## config.mk

```make
export PLATFORM = sky130hd
export DESIGN_NAME = frame_cfg_regs
export DESIGN_NICKNAME = d
export VERILOG_FILES = /design/src/design/frame_cfg_regs.v /design/src/design/pulse_width_calc.v
export VERILOG_INCLUDE_DIRS = /design/src /design/src/design
export SDC_FILE = /design/constraint.sdc
export NUM_CORES = 1
export LEC_CHECK = 0
export ABC_AREA = 1
export CORE_AREA = 4 4 90 100
export DETAILED_ROUTE_END_ITERATION = 10
export DIE_AREA = 0 0 94 104
export DONT_BUFFER_PORTS = 1
export PLACE_DENSITY_LB_ADDON = 0.08
export SKIP_CTS_REPAIR_TIMING = 1
export SLEW_MARGIN = 20
export SYNTH_ARGS = -nofsm -noshare
export SYNTH_HDL_FRONTEND = slang
export SYNTH_HIERARCHICAL = 1
export SYNTH_SLANG_ARGS = --single-unit
```

## constraint.sdc

```tcl
create_clock -name MCLK -period 2.65 [get_ports MCLK]
set_clock_uncertainty 0.1 [all_clocks]
set_input_delay 0.3975 -clock MCLK [delete_from_list [all_inputs] [get_ports MCLK]]
set_output_delay 0.3975 -clock MCLK [all_outputs]
set_load 0.03 [all_outputs]
```

## src/design/frame_cfg_consts.vh

```
// Purpose: Named constants for the bit-rate and type-A framing configuration bank.
// Assumes: 8-bit register data, 50 MHz MCLK.
// Notes:   Definitions only.
`ifndef FRAME_CFG_CONSTS_VH
`define FRAME_CFG_CONSTS_VH
`define ADDR_W              6
`define DATA_W              8
`define ADDR_BIT_RATE       6'h04
`define ADDR_TYPEA_FRAMING  6'h05
`define RESET_BYTE          8'h00
`define TX_CODE_HI          7
`define TX_CODE_LO          4
`define RX_CODE_HI          3
`define RX_CODE_LO          0
`define BIT_NO_TX_PARITY    7
`define BIT_NO_RX_PARITY    6
`define BIT_TRANSPORT_HDR   5
`define PW_CODE_HI          4
`define PW_CODE_LO          1
`define BIT_ANTICOLL        0
`define RATE_DIV128         4'h0
`define RATE_DIV64          4'h1
`define RATE_DIV32          4'h2
`define RATE_DIV16          4'h3
`define RATE_MAX_CODE       4'h3
`define BASE_DIV128         6'h23
`define BASE_DIV64          6'h12
`define BASE_DIV32          6'h09
`define BASE_DIV16          6'h05
`define START_BYTE          8'hF0
`endif

```

## src/design/frame_cfg_regs.v

```verilog
// Purpose: Bit-rate select and type-A framing configuration registers.
// Assumes: Host writes through a synchronous address/data strobe port.
// Notes:   Settings are latched into the active copy only between frames.
//
// Function
// Bits 7..4 select transmit rate: fc/128, /64, /32, /16.
// Bits 3..0 select receive rate with same coding when protocol allows.
// Unsupported code in either nibble disables transmit and receive.
// Both registers clear at power-up and on restore-defaults command.
// Normal-mode-entry command loads the bit-rate register itself.
// Bit 7 of framing register transmits without parity bits.
// Host uses transmit-without-checksum while transmit parity is suppressed.
// Bit 6 stores raw received bits, no parity or CRC check.
// Host keeps receive parity suppression clear outside type-A mode.
// Bit 5 prepends F0 and length on transmit, drops F0 on receive.
// Bits 4..1 set modulation pulse width in carrier periods.
// Width code is signed offset from per-rate base 35, 18, 9, 5.
// Host sets bit 0 before a bit-oriented anticollision frame.
// Host uses parity suppression options for custom frame formats.
// Register changes take effect only at the next frame start.
`timescale 1ns/1ps
`include "frame_cfg_consts.vh"
module frame_cfg_regs (
    input  wire                 MCLK,             // 50 MHz clock
    input  wire                 RSTN,             // Async reset, active low
    input  wire [`ADDR_W-1:0]   ADDR,             // Register address
    input  wire                 WR_EN,            // Write strobe
    input  wire                 RD_EN,            // Read strobe
    input  wire [`DATA_W-1:0]   WDATA,            // Write data
    input  wire                 RESTORE_DEFAULTS, // Restore-defaults command pulse
    input  wire                 NORMAL_MODE_ENTRY,// Normal-mode-entry command pulse
    input  wire [`DATA_W-1:0]   NORMAL_RATE,      // Rate byte loaded by that command
    input  wire                 FRAME_BUSY,       // Frame in progress
    output reg  [`DATA_W-1:0]   RDATA,            // Read data
    output reg  [3:0]           TX_SPEED_CODE,    // Active transmit rate
    output reg  [3:0]           RX_SPEED_CODE,    // Active receive rate
    output reg                  TXRX_ENABLE,      // Low on unsupported rate
    output reg                  NO_TX_PARITY,     // Suppress transmit parity
    output reg                  NO_RX_PARITY,     // Raw receive, no checks
    output reg                  TRANSPORT_HEADER_ENABLE, // Header insert/strip
    output reg  [`DATA_W-1:0]   HEADER_START_BYTE,// Start byte to insert/strip
    output reg  [5:0]           PULSE_WIDTH,      // Pulse width in carrier periods
    output reg                  ANTICOLL_FRAME    // Anticollision framing
);
    reg  [`DATA_W-1:0] bit_rate_select_ff;
    reg  [`DATA_W-1:0] typea_framing_ff;
    reg  [`DATA_W-1:0] nxt_bit_rate_select;
    reg  [`DATA_W-1:0] nxt_typea_framing;
    wire [3:0]         transmit_speed_code;
    wire [3:0]         receive_speed_code;
    wire [3:0]         pulse_width_code;
    wire [5:0]         width_periods;
    wire               rates_ok;

    assign transmit_speed_code = bit_rate_select_ff[`TX_CODE_HI:`TX_CODE_LO];
    assign receive_speed_code  = bit_rate_select_ff[`RX_CODE_HI:`RX_CODE_LO];
    assign pulse_width_code    = typea_framing_ff[`PW_CODE_HI:`PW_CODE_LO];
    assign rates_ok = (transmit_speed_code <= `RATE_MAX_CODE) &&
                      (receive_speed_code <= `RATE_MAX_CODE);

    pulse_width_calc u_pw (
        .rate_code  (transmit_speed_code),
        .width_code (pulse_width_code),
        .periods    (width_periods)
    );

    // Restore-defaults beats every other source; the command load beats a host write.
    always @* begin
        nxt_bit_rate_select = bit_rate_select_ff;
        nxt_typea_framing   = typea_framing_ff;
        if (WR_EN && ADDR == `ADDR_BIT_RATE) begin
            nxt_bit_rate_select = WDATA;
        end
        if (WR_EN && ADDR == `ADDR_TYPEA_FRAMING) begin
            nxt_typea_framing = WDATA;
        end
        if (NORMAL_MODE_ENTRY) begin
            nxt_bit_rate_select = NORMAL_RATE;
        end
        if (RESTORE_DEFAULTS) begin
            nxt_bit_rate_select = `RESET_BYTE;
            nxt_typea_framing   = `RESET_BYTE;
        end
    end

    always @(posedge MCLK or negedge RSTN) begin
        if (!RSTN) begin
            bit_rate_select_ff <= `RESET_BYTE;
            typea_framing_ff   <= `RESET_BYTE;
            RDATA              <= `RESET_BYTE;
        end else begin
            bit_rate_select_ff <= nxt_bit_rate_select;
            typea_framing_ff   <= nxt_typea_framing;
            if (RD_EN && ADDR == `ADDR_BIT_RATE) begin
                RDATA <= bit_rate_select_ff;
            end else if (RD_EN && ADDR == `ADDR_TYPEA_FRAMING) begin
                RDATA <= typea_framing_ff;
            end else if (RD_EN) begin
                RDATA <= `RESET_BYTE;
            end
        end
    end

    // Active copies hold steady during a frame so a mid-frame write cannot corrupt it.
    always @(posedge MCLK or negedge RSTN) begin
        if (!RSTN) begin
            TX_SPEED_CODE           <= `RATE_DIV128;
            RX_SPEED_CODE           <= `RATE_DIV128;
            TXRX_ENABLE             <= 1'b1;
            NO_TX_PARITY            <= 1'b0;
            NO_RX_PARITY            <= 1'b0;
            TRANSPORT_HEADER_ENABLE <= 1'b0;
            HEADER_START_BYTE       <= `START_BYTE;
            PULSE_WIDTH             <= `BASE_DIV128;
            ANTICOLL_FRAME          <= 1'b0;
        end else if (!FRAME_BUSY) begin
            TX_SPEED_CODE           <= transmit_speed_code;
            RX_SPEED_CODE           <= receive_speed_code;
            TXRX_ENABLE             <= rates_ok;
            NO_TX_PARITY            <= typea_framing_ff[`BIT_NO_TX_PARITY];
            NO_RX_PARITY            <= typea_framing_ff[`BIT_NO_RX_PARITY];
            TRANSPORT_HEADER_ENABLE <= typea_framing_ff[`BIT_TRANSPORT_HDR];
            HEADER_START_BYTE       <= `START_BYTE;
            PULSE_WIDTH             <= width_periods;
            ANTICOLL_FRAME          <= typea_framing_ff[`BIT_ANTICOLL];
        end
    end
endmodule // frame_cfg_regs

```

## src/design/pulse_width_calc.v

```verilog
// Purpose: Converts a signed pulse-width code into carrier periods for one rate.
// Assumes: Code is two's complement, 4 bits, offset from the per-rate base.
// Notes:   Purely combinational.
`timescale 1ns/1ps
`include "frame_cfg_consts.vh"
module pulse_width_calc (
    input  wire [3:0] rate_code,   // Transmit rate code
    input  wire [3:0] width_code,  // Signed width offset
    output reg  [5:0] periods      // Width in carrier periods
);
    reg [5:0] base;
    always @* begin
        case (rate_code)
            `RATE_DIV128: base = `BASE_DIV128;
            `RATE_DIV64:  base = `BASE_DIV64;
            `RATE_DIV32:  base = `BASE_DIV32;
            default:      base = `BASE_DIV16;
        endcase
        periods = base + {{2{width_code[3]}}, width_code};
    end
endmodule // pulse_width_calc

```

Word-level counts from Yosys, hierarchy flattened. Cells that the tools add are included.

Logic and storage cells: 36. ROM bits: 0. Bits in latches: 0. Output and inout bits: 35. Memory bits (writable): 0. Bits of input ports: 29. Memories kept: 0. Register bits after elaboration: 43.

Equal/unequal tests: 4. Divide/modulo/power cells: 0. Bitwise logic cells: 0. Magnitude comparators: 2. Muxes and demuxes: 9. Add/subtract/negate cells: 1. Multiply operators: 0. Shift operators: 0. Reductions and logical operators: 9.

Operator list (number): $mux W8 (8); $pmux W6 S3 (1); $eq A6 B3 Y1 const B (2); $le A4 B2 Y1 const B (2); $add A6 B6 Y6 (1); $reduce_bool A3 Y1 (2); $logic_and A1 B1 Y1 (5); $eq A4 B1 Y1 const B (1); $eq A4 B2 Y1 const B (1); $logic_not A4 Y1 (1); $reduce_bool A2 Y1 (1).

Logic depth before layout (Yosys ltp). Gate-level depths: netlist (run 1).

Depth in word-level cells: 5. Mapped depth: 14. Gate-level depth less buffers: 14.

Cells and area by module. The synthesis (run 1) kept the hierarchy.

By module, submodules not included: frame_cfg_regs (area each 2057.0 um^2, cells each 244, instances 1, seq. area each 1081.0 um^2); pulse_width_calc (area each 275.3 um^2, cells each 47, instances 1, seq. area each 0.0 um^2).

Worst setup path after synthesis (run 1). OpenSTA, ideal clock, no wires.

Path type: register to register. From: reg bit_rate_select_ff[7]. To: reg PULSE_WIDTH[4]. Setup slack: 600 ps. Arrival: 1833 ps. Stages on the path, launching flop included: 12. Path through: dfrtp_1 -> nor2_2 -> inv_2 -> nor2_2 -> nand2_2 -> ha_1 -> fa_1 -> nand3_1 -> nand2_1 -> xor2_1 -> nand2_1 -> nand2_1.

Longest elaborated chain between the ends: 3.

RTL lines: start, declared (line frame_cfg_regs.v:45) `` reg [`DATA_W-1:0] bit_rate_select_ff; ``; start signal, assigned (line frame_cfg_regs.v:88) `` bit_rate_select_ff <= `RESET_BYTE; ``; start signal, assigned (line frame_cfg_regs.v:92) `bit_rate_select_ff <= nxt_bit_rate_select;`; $eq A4 B2 Y1 (tied with other cells) (line pulse_width_calc.v:13) `case (rate_code)`; $pmux W6 S3 (*) (line pulse_width_calc.v:13); $add A6 B6 Y6 (*) (line pulse_width_calc.v:19) `periods = base + {{2{width_code[3]}}, width_code};`; named net width_periods[4] (line frame_cfg_regs.v:52) `wire [5:0] width_periods;`; end signal, assigned (line frame_cfg_regs.v:114) `` PULSE_WIDTH <= `BASE_DIV128; ``; end signal, assigned (line frame_cfg_regs.v:124) `PULSE_WIDTH <= width_periods;`; end, declared (line frame_cfg_regs.v:42) `output reg [5:0] PULSE_WIDTH,`.

The timed path passes the listed nets; every way through them passes the cells marked *. A chain may end at the register's enable or synchronous reset.

Final worst setup path (run 1). Ends and elaborated chain as after synthesis.

==> results of run 1 <==
[through the flow]
| stage | hold WS (ns) | std cells | total power, mW | instance area [µm²] | util, % |
|---|---|---|---|---|---|
| after global placement | 0.00380 | 387 | 0.952 | 2370 | 30.0 |
| after detailed placement | 0.00395 | 387 | 0.953 | 2370 | 30.0 |
| after CTS | -0.335 | 395 | 1.40 | 2470 | 31.2 |
| final | 0.0771 | 397 | 1.40 | 2500 | 31.7 |
| after global routing | 0.0644 | 397 | 1.49 | 2500 | 31.7 |
| after floorplan | 0.00191 | 297 | 0.936 | 2350 | - |
[logic make-up (layout without fill, tap and decap cells)]
kind of cell / count (synthesis) / after routing / share of synthesized area [%]
xor+xnor: 3 / 3 / 1.13
fa+ha+maj: 6 / 6 / 3.54
buf+inv: 38 / 30 / 8.15
flops: 43 / 43 / 46.4
compound gates: 14 / 14 / 3.00
simple gates: 185 / 185 / 37.5
other cells: 2 / 8 / 0.322
[cell type report]
cell class	count	area [µm²]
timing repair buffer	2	37.5
clock inverter	3	23.8
sequential	43	1080
clock buffer	5	68.8
inverter	20	75.1
fill	889	5410
tap	108	135
multi-input combinational	216	1080
[cells in the mapped netlist (4+ instances only)]
cell type	number	area share, %
nand2_1	95	15
a21oi_1	4	0.86
o21ai_0	10	2.1
nor2_1	21	3.4
inv_1	14	2.3
nand3_1	37	7.9
ha_1	5	2.7
buf_4	8	2.6
inv_2	6	0.97
dfrtp_1	39	42
buf_2	5	1.1
nor2_2	5	1.3
nand4_1	16	4.3
dfstp_2	4	4.5
nand2_2	4	1.1
clkbuf_1	4	0.64
[final timing paths]
| kind | from | endpoint | slack [ns] | cells after the start |
|---|---|---|---|---|
| max | bit_rate_select_ff[7] | PULSE_WIDTH[4] | 0.46 | 11 |
| min | FRAME_BUSY | PULSE_WIDTH[0] | 0.08 | 2 |
| max reg2reg | bit_rate_select_ff[7] | PULSE_WIDTH[4] | 0.46 | 11 |
| min reg2reg | bit_rate_select_ff[1] | RX_SPEED_CODE[1] | 0.44 | 2 |
| max in group asynchronous | RSTN | PULSE_WIDTH[0] | 1.70 | 2 |
| min in group asynchronous | RSTN | TX_SPEED_CODE[0] | 0.50 | 2 |
[worst reg2reg max path, stage by stage, from the launching register on]
cell,delay [ns]
dfrtp_1,0.42
nor2_2,0.17
inv_2,0.06
nor2_2,0.19
nand2_2,0.09
ha_1,0.23
fa_1,0.40
nand3_1,0.10
nand2_1,0.07
xor2_1,0.14
nand2_1,0.06
nand2_1,0.06
[layer usage]
metal,global-route usage (%),part of all wire (%)
met2,19.8,44
met5,0,0
met4,3.41,1.1
met3,3.84,7.0
met1,18.9,48
[placed cells by master (no fill, tap or decap), drive strengths merged, types with 5 or more instances in the layout]
cell	instances
nand2	100
dfrtp	39
nand3	39
nor2	28
inv	21
nand4	17
o21ai	10
conb	8
clkbuf	5
ha	5
[power by group]
group | total [mW] | internal (mW) | switching [mW]
Clock | 0.440 | 0.189 | 0.251
Sequential | 0.796 | 0.701 | 0.0945
Combinational | 0.160 | 0.0497 | 0.110
[flip-flops by register name (all words and copies together), names as in the netlist]
register	count
RDATA	8
bit_rate_select_ff	8
typea_framing_ff	8
PULSE_WIDTH	6
RX_SPEED_CODE	4
TX_SPEED_CODE	4
ANTICOLL_FRAME	1
NO_RX_PARITY	1
NO_TX_PARITY	1
TRANSPORT_HEADER_ENABLE	1
TXRX_ENABLE	1
==> out/qor.csv, run 1 <==
stage,metric,value,unit
timing,"Hold Violations, Final",0,
clock_network,largest buffer count on any clock path,2,
pwr,power per cell area,557,nW/µm²
die,Die Area,9780,µm²
clock_network,count of H-tree levels built during CTS,2,
drt,total routed wirelength,6.13,mm
placement,port buffer count,0,
placement,Setup WS pre-CTS,0.449,ns
setup_path,crit path buf inv count,1,
clock_network,post-CTS clock slew at the launch and capture registers of the worst setup and hold paths,0.09,ns
setup_path,element type at the critical path start,flip-flop,
drt,drt initial violations,75,
logic_synthesis,fraction of the yosys area taken by sequential cells,46.4,%
final_layout,diode count,0,
timing,minimum clock period,2.19,ns
logic_synthesis,synthesized netlist cell count,291,
drt,count of TritonRoute iterations in the first routing pass,4,
die,starting utilization of the core area,29.5,%
logic_synthesis,flip-flop cell with the highest count after synthesis,dfrtp_1,
grt,wire length of the first global-routing pass,10.3,mm
grt,number of global-route vias before repair,1870,
clock_network,clock insertion delay at the later pin of the skew report,0.30,ns
run_status,result of the run,"finished, final reports clean",
setup_path,most repeated library cell on the critical path,nand2_1,
final_layout,growth of design area from synthesis to finish,7.40,%
timing,maximum clock rate,0.456,GHz
logic_synthesis,average cell area after synthesis,8.01,µm²
drt,routed wirelength normalized by instance count,15.4,µm
logic_synthesis,count of state elements after synthesis,43,
hold_path,Hold Crit Class,in2reg,
die,die width,94,µm
die,total core area,7910,µm²
drt,DRC violation count after routing,0,
setup_path,"Largest stage delay, worst path",0.42,ns
grt,largest net degree at the start of global routing,44,
setup_path,required time of the worst setup path,2.74,ns
final_layout,Layout Nets,323,
setup_path,arrival time of the worst setup path,2.29,ns
grt,initial antenna violation count,0,
placement,routability congestion estimate,0.816,
pwr,leakage power of the design,1.31,nW
drt,detail-routed via count per cell,4.60,
timing,unrepaired setup endpoints after global routing,false,
timing,final-report max-slew violation count,0,
setup_path,Worst Setup End Kind,flip-flop,
drt,total via count after detailed routing,1827,
timing,count of endpoints failing setup in the final report,0,
timing,total negative slack,0,ns
clock_network,clock tree from TritonCTS,yes,
logic_synthesis,total of warnings raised by yosys,6,
clock_network,total clock buffers created by CTS,5,
die,# IOs,64,
logic_synthesis,"EDFF count, synth",0,
timing,worst setup margin,0.455,ns
timing,final clock period utilization by the worst path,82.8,%
final_layout,share of cells above drive strength 1,11.8,%
logic_synthesis,Synth Cell Area,2330,µm²
placement,post-detailed-placement half-perimeter wirelength,4.59,mm
clock_network,number of clock sinks,43,
setup_path,cell breakdown of the critical path,"nor2_2, inv_2, nor2_2, nand2_2, ha_1, fa_1, nand3_1, nand2_1, xor2_1, nand2_1, nand2_1",
grt,GR Util All Layers,13.3,%
logic_synthesis,number of unique standard cell types used by synthesis,26,
setup_path,critical-path maximum fanout,4,
setup_path,cell with the biggest individual delay on the critical path,dfrtp_1,
logic_synthesis,proportion of register bits with asynchronous set or reset after synthesis,100,%
setup_path,"Worst Path Class, Setup",reg2reg,
grt,overflow left after global routing,0,
pwr,maximum vdd drop,149,µV
die,site row count,34,
clock_network,master cell of the clock root buffer,clkbuf_8,
setup_path,kind of cell adding the most delay to the critical path,simple AND/OR/NAND/NOR gates,
flow_run,# Max-Cap Violations,0,
drt,Post-DRT Antenna Nets,0,
die,die span in y,104,µm
(Power assumes the default switching activity.)
==> inputs of run 2 (changes only) <==
==> constraint.sdc (replaced) <==
create_clock -name MCLK -period 2 [get_ports MCLK]
set_clock_uncertainty 0.1 [all_clocks]
set_input_delay 0.3 -clock MCLK [delete_from_list [all_inputs] [get_ports MCLK]]
set_output_delay 0.3 -clock MCLK [all_outputs]
set_load 0.03 [all_outputs]
==> out/qor.csv, run 2 (synthesis results as in run 1) <==
stage,metric,value,unit,change
clock_network,post-CTS clock slew at the launch and capture registers of the worst setup and hold paths,0.09,ns,about the same
drt,DRC violation count after routing,0,,unchanged
setup_path,Crit Reg-Reg Startpoint,bit_rate_select_ff[7],,
final_layout,Regs by FF count,"RDATA: 8 flops, bit_rate_select_ff: 8 flops, typea_framing_ff: 8 flops",,
setup_path,worst-case register-to-register setup slack,0.07,ns,-0.38 ns
final_layout,Layout Nets,335,,+3.7%
timing,Hold WS,-0.00831,ns,-0.0854 ns
placement,Setup WS pre-CTS,0.0208,ns,-0.428 ns
run_status,violations in the final reports,negative hold slack,,
hold_path,Worst Hold Endpoint,TX_SPEED_CODE[3],,
timing,"Hold Violations, Final",3,,+3
drt,Post-DRT Antenna Nets,0,,unchanged
clock_network,clock tree from TritonCTS,yes,,
timing,minimum clock period,1.93,ns,-0.269 ns
grt,initial antenna violation count,0,,unchanged
drt,total routed wirelength,6.17,mm,+0.75%
timing,total negative slack,0,ns,unchanged
grt,GR Util All Layers,13.0,%,-0.31 points
final_layout,share of cells above drive strength 1,15.3,%,+3.5 points
setup_path,Worst Reg2Reg Path Length in Cells,11,,unchanged
grt,largest net degree at the start of global routing,44,,unchanged
timing,final clock period utilization by the worst path,96.3,%,+13 points
pwr,power per cell area,714,nW/µm²,+28%
pwr,PnR Total Power,1.88,mW,+35%
grt,number of global-route vias before repair,1880,,+0.53%
clock_network,number of clock sinks,43,,unchanged
flow_run,# Max-Cap Violations,0,,unchanged
setup_path,critical-path maximum fanout,3,,-1
clock_network,largest buffer count on any clock path,2,,unchanged
final_layout,growth of design area from synthesis to finish,12.7,%,
placement,cell count after placement,392,,+1.3%
placement,placed standard-cell area,2420,µm²,+1.9%
placement,routability congestion estimate,0.785,,-3.8%
drt,total via count after detailed routing,1858,,+1.7%
final_layout,most frequent standard cell in the layout excluding fill and tap cells,nand2_1,,
die,starting utilization of the core area,29.5,%,unchanged
placement,post-detailed-placement half-perimeter wirelength,4.59,mm,about the same
die,total core area,7910,µm²,unchanged
clock_network,master cell of the clock root buffer,clkbuf_8,,
timing,unrepaired setup endpoints after global routing,true,,
run_status,result of the run,finished with violations,,
final_layout,fill count,881,,-0.90%
setup_path,"Worst Path Class, Setup",reg2reg,,
placement,port buffer count,0,,unchanged
die,# IOs,64,,unchanged
grt,overflow left after global routing,0,,unchanged
setup_path,worst flop-to-flop path endpoint,PULSE_WIDTH[4],,
hold_path,Hold Crit Class,in2reg,,
final_layout,most used cells in the layout excluding fill and tap cells,"nand2_1, dfrtp_1, nand3_1, nor2_1, nand4_1",,
final_layout,number of cells in the finished layout apart from fillers,409,,+3.0%
final_layout,diode count,0,,unchanged
setup_path,element type at the critical path start,flip-flop,,
clock_network,count of H-tree levels built during CTS,2,,unchanged
drt,drt initial violations,56,,-25%
die,site row count,34,,unchanged
timing,maximum clock rate,0.519,GHz,+14%
die,die width,94,µm,unchanged
clock_network,clock insertion delay at the later pin of the skew report,0.30,ns,about the same
hold_path,number of cells on the worst hold path,1,,-1
timing,count of endpoints failing setup in the final report,0,,unchanged
grt,wire length of the first global-routing pass,10.0,mm,-2.2%
hold_path,launch point of the worst hold path,FRAME_BUSY,,
setup_path,Worst Setup End Kind,flip-flop,,
final_layout,Final Cell Area,2630,µm²,+4.9%
final_layout,area of the multi-input gates,1110,µm²,+2.5%
drt,count of TritonRoute iterations in the first routing pass,4,,unchanged
die,die span in y,104,µm,unchanged
setup_path,required time of the worst setup path,2.10,ns,-0.64 ns
die,Die Area,9780,µm²,unchanged
pwr,maximum vdd drop,247,µV,+65%
pwr,leakage power of the design,1.36,nW,+3.6%
timing,final-report max-slew violation count,0,,unchanged
drt,detail-routed via count per cell,4.54,,-1.3%
final_layout,FF+latch area,1080,µm²,unchanged
setup_path,arrival time of the worst setup path,2.03,ns,-0.26 ns
drt,routed wirelength normalized by instance count,15.1,µm,-2.2%
timing,worst setup margin,0.0743,ns,-0.381 ns
clock_network,total clock buffers created by CTS,5,,unchanged
[run 2: critical path: stages (launching register included)]
cell and delay, ns:
dfrtp_1 0.40, nor2_2 0.14, inv_2 0.07, nor2_4 0.10
nand2_2 0.09, ha_4 0.18, fa_2 0.35, nand3_2 0.09
nand2_2 0.05, xor2_1 0.14, nand2_1 0.06, nand2_1 0.05
[run 2: area by class of cell]
class	count	share of cell area, %
clock inverters	3	0.762
clock buffers	5	2.62
inverters	20	2.86
well taps	108	5.14
multi-input cells	216	42.3
flip-flops and latches	43	41.1
repair buffers	14	5.24
[run 2: worst max-delay path by stage]
stage | startpoint | endpoint | slack (ns)
after CTS | bit_rate_select_ff[6] | PULSE_WIDTH[4] | 0.006
after global placement | bit_rate_select_ff[6] | PULSE_WIDTH[4] | 0.06
after detailed placement | bit_rate_select_ff[6] | PULSE_WIDTH[4] | 0.02
after global routing | bit_rate_select_ff[7] | PULSE_WIDTH[4] | -0.04
final | bit_rate_select_ff[7] | PULSE_WIDTH[4] | 0.07
after floorplan | bit_rate_select_ff[6] | PULSE_WIDTH[4] | 0.04
[run 2: layer usage]
metal  share of wire, %  track usage [%]  up-vias  wire [µm]
met2                 45             20.2       53       2780
met4                1.1             3.41        0         68
met1                 48             18.0      856       2980
li1                   -                -      944          -
met3                5.7             3.26        5        350
met5                  0                0        -          0
[run 2: metrics by stage]
step	hold slack (ns)	util [%]
after floorplan	-0.0956	-
after global placement	-0.0938	30.6
after detailed placement	-0.0937	30.6
after CTS	-0.426	31.7
after global routing	0.000636	33.2
final	-0.00831	33.2
[run 2: power by group]
group	switching, mW	internal [mW]	total [mW]
sequential	0.121	0.930	1.05
clock	0.325	0.243	0.569
combinational	0.160	0.0983	0.258
total	0.606	1.27	1.88
==> inputs of run 3 (changes only) <==
--- a/config.mk
+++ b/config.mk
@@ -6,10 +6,10 @@
 export SDC_FILE = /design/constraint.sdc
 export NUM_CORES = 1
 export LEC_CHECK = 0
-export ABC_AREA = 1
-export CORE_AREA = 4 4 90 100
+export ABC_AREA = 0
+export CORE_AREA = 4 4 89 99
 export DETAILED_ROUTE_END_ITERATION = 10
-export DIE_AREA = 0 0 94 104
+export DIE_AREA = 0 0 93 103
 export DONT_BUFFER_PORTS = 1
 export PLACE_DENSITY_LB_ADDON = 0.08
 export SKIP_CTS_REPAIR_TIMING = 1
@@ -18,3 +18,4 @@
 export SYNTH_HDL_FRONTEND = slang
 export SYNTH_HIERARCHICAL = 1
 export SYNTH_SLANG_ARGS = --single-unit
+export TNS_END_PERCENT = 20
==> out/qor.csv, run 3 <==
stage,metric,value,unit,change
hold_path,Worst Hold Endpoint,TXRX_ENABLE,,
timing,minimum clock period,2.12,ns,+0.193 ns
clock_network,total clock buffers created by CTS,5,,unchanged
hold_path,Hold Crit Class,in2reg,,
timing,worst setup margin,-0.119,ns,-0.193 ns
setup_path,crit path buf inv count,0,,-1
logic_synthesis,top cell type's share of synthesized area,42.6,%,+0.80 points
final_layout,final design utilization,33.5,%,+0.25 points
final_layout,number of cells in the finished layout apart from fillers,314,,-23%
placement,cell count after placement,302,,-23%
setup_path,Worst Setup End Kind,flip-flop,,
final_layout,FF+latch area,1080,µm²,+0.23%
die,# IOs,64,,unchanged
setup_path,worst flop-to-flop path endpoint,PULSE_WIDTH[4],,
timing,final clock period utilization by the worst path,106,%,+9.7 points
clock_network,count of H-tree levels built during CTS,2,,unchanged
grt,number of global-route vias before repair,1667,,-11%
placement,port buffer count,0,,unchanged
clock_network,largest buffer count on any clock path,2,,unchanged
timing,count of endpoints failing setup in the final report,3,,+3
logic_synthesis,cell type with the highest aggregate area in the netlist,dfrtp_1,,
setup_path,"Largest stage delay, worst path",0.44,ns,+0.04 ns
drt,drt initial violations,18,,-68%
die,starting utilization of the core area,29.2,%,-0.24 points
placement,routability congestion estimate,0.799,,+1.8%
setup_path,kind of cell adding the most delay to the critical path,adder cells,,
die,die width,93,µm,-1.1%
setup_path,Crit Reg-Reg Startpoint,bit_rate_select_ff[7],,
drt,total via count after detailed routing,1456,,-22%
drt,detail-routed via count per cell,4.64,,+2.1%
logic_synthesis,fraction of the yosys area taken by sequential cells,47.2,%,+0.89 points
setup_path,launching element of the worst setup path,bit_rate_select_ff[7],,
final_layout,Regs by FF count,"RDATA: 8 flops, bit_rate_select_ff: 8 flops, typea_framing_ff: 8 flops",,
die,total core area,7830,µm²,-1.1%
logic_synthesis,count of state elements after synthesis,43,,unchanged
final_layout,Layout Nets,240,,-28%
logic_synthesis,synthesized netlist cell count,196,,-33%
die,site row count,34,,unchanged
final_layout,most used cells in the layout excluding fill and tap cells,"dfrtp_1, mux2_2, mux2i_1, a211oi_1, nand2b_1",,
grt,largest net degree at the start of global routing,44,,unchanged
logic_synthesis,Synth Cell Area,2290,µm²,-1.9%
logic_synthesis,"EDFF count, synth",0,,unchanged
drt,count of TritonRoute iterations in the first routing pass,3,,-1
timing,relative slew slack,65.1,%,
final_layout,diode count,0,,unchanged
timing,unrepaired setup endpoints after global routing,true,,
hold_path,number of cells on the worst hold path,1,,unchanged
timing,Worst-Margin Slew,0.521,ns,
placement,post-detailed-placement half-perimeter wirelength,4.18,mm,-8.8%
clock_network,clock tree from TritonCTS,yes,,
pwr,power per cell area,726,nW/µm²,+1.7%
grt,GR Util All Layers,12.0,%,-1.0 points
timing,Hold WS,-0.0173,ns,-0.00903 ns
timing,final-report max-slew violation count,0,,unchanged
final_layout,area of the multi-input gates,1120,µm²,+1.1%
final_layout,most frequent standard cell in the layout excluding fill and tap cells,dfrtp_1,,
clock_network,clock insertion delay at the later pin of the skew report,0.30,ns,about the same
logic_synthesis,most instantiated library cell after synthesis,dfrtp_1,,
final_layout,fill count,832,,-5.6%
timing,maximum clock rate,0.472,GHz,-9.1%
pwr,maximum vdd drop,263,µV,+6.7%
logic_synthesis,Synth top cells by count,"dfrtp_1, mux2_2, a211oi_1",,
clock_network,number of clock sinks,43,,unchanged
drt,Post-DRT Antenna Nets,0,,unchanged
grt,wire length of the first global-routing pass,8.79,mm,-12%
logic_synthesis,flip-flop cell with the highest count after synthesis,dfrtp_1,,
setup_path,Worst Reg2Reg Path Length in Cells,8,,-3
drt,DRC violation count after routing,0,,unchanged
setup_path,"Worst Path Class, Setup",reg2reg,,
pwr,leakage power of the design,1.13,nW,-17%
die,Die Area,9580,µm²,-2.0%
hold_path,launch point of the worst hold path,FRAME_BUSY,,
clock_network,master cell of the clock root buffer,clkbuf_8,,
setup_path,arrival time of the worst setup path,2.20,ns,+0.17 ns
logic_synthesis,cells taking the most area after synthesis,"dfrtp_1, mux2_2, mux2i_1",,
setup_path,cell with the biggest individual delay on the critical path,dfrtp_2,,
logic_synthesis,total of warnings raised by yosys,6,,unchanged
run_status,result of the run,finished with violations,,
run_status,violations in the final reports,"negative hold slack, negative setup slack",,
setup_path,critical-path maximum fanout,4,,+1
setup_path,cell breakdown of the critical path,"nor3_4, nand2_2, ha_4, fa_2, a21o_1, a21oi_2, xnor2_1, mux2_2",,
final_layout,growth of design area from synthesis to finish,14.5,%,
clock_network,post-CTS clock slew at the launch and capture registers of the worst setup and hold paths,0.08,ns,about the same
final_layout,share of cells above drive strength 1,31.1,%,+16 points
drt,total routed wirelength,5.54,mm,-10%
flow_run,# Max-Cap Violations,0,,unchanged
grt,initial antenna violation count,0,,unchanged
logic_synthesis,number of unique standard cell types used by synthesis,33,,+27%
grt,overflow left after global routing,0,,unchanged
drt,routed wirelength normalized by instance count,17.6,µm,+17%
setup_path,worst-case register-to-register setup slack,-0.12,ns,-0.19 ns
setup_path,required time of the worst setup path,2.08,ns,-0.02 ns
timing,"Hold Violations, Final",2,,-1
logic_synthesis,average cell area after synthesis,11.7,µm²,+46%
die,die span in y,103,µm,-0.96%
logic_synthesis,proportion of register bits with asynchronous set or reset after synthesis,100,%,unchanged
setup_path,element type at the critical path start,flip-flop,,
## run 3: cell types whose count changed after synthesis, sizes merged, moves of 8 or more
cell,delta
a211oi,+17
inv,-11
mux2,+26
mux2i,+16
nand2,-89
nand2b,+16
nand3,-39
nand4,-17
nor2,-27
o21ai,-8
o22ai,+8
## run 3: logic make-up after synthesis
group | synth area share [%]
AO/OA/AOI/OAI | 10.7
multiplexers | 19.8
flip-flops | 47.2
AND/OR/NAND/NOR | 10.0
buffers and inverters | 6.45
adder cells (fa/ha/maj) | 3.61
XOR/XNOR | 1.91
other | 0.328
## run 3: layer usage
metal  routed length [µm]  up-vias  GRT usage (%)
met4                   45        0           3.38
met3                  303        4           3.80
li1                     -      706              -
met1                 2350      708           14.2
met5                    0        -              0
met2                 2840       38           21.1
## run 3: worst reg2reg max path: cells and delay by family (launching register included)
kind            cells  cell delay (ns)
mux                 1             0.25
compound gates      2             0.32
flops               1             0.44
simple gates        2             0.31
fa+ha+maj           2             0.52
xor+xnor            1             0.07
## run 3: through the flow
stage          hold slack [ns]  setup WS, ns  cell area (µm²)  TNS, ns  power, mW
2_1_floorplan          -0.0956        -0.176             2330   -0.176       1.24
3_5_place_dp           -0.0939        -0.132             2440   -0.247       1.27
5_1_grt               -0.00802        -0.214             2620   -0.470       2.00
3_3_place_gp           -0.0940       -0.0866             2440   -0.179       1.27
6_report               -0.0173        -0.119             2620   -0.169       1.90
4_1_cts                 -0.427        -0.147             2540   -0.306       1.90
## run 3: layout make-up
class | instances | area share (%)
inverter | 9 | 1.29
tap | 108 | 5.16
sequential | 43 | 41.4
clock inverter | 1 | 0.287
multi-input combinational | 131 | 42.9
timing repair buffer | 15 | 5.35
clock buffer | 7 | 3.68
## run 3: how the worst max path moves through the flow
stage                      to  depth (start not counted)
4_1_cts        PULSE_WIDTH[4]                          8
6_report       PULSE_WIDTH[4]                          8
3_5_place_dp   PULSE_WIDTH[4]                          8
5_1_grt        PULSE_WIDTH[4]                          8
2_1_floorplan  PULSE_WIDTH[4]                          8
3_3_place_gp   PULSE_WIDTH[4]                          8
## run 3: power breakdown
group / switching (mW) / internal [mW] / leakage, nW
combinational: 0.115 / 0.123 / 0.518
clock: 0.303 / 0.314 / 0.0505
sequential: 0.118 / 0.928 / 0.565
total: 0.537 / 1.37 / 1.13
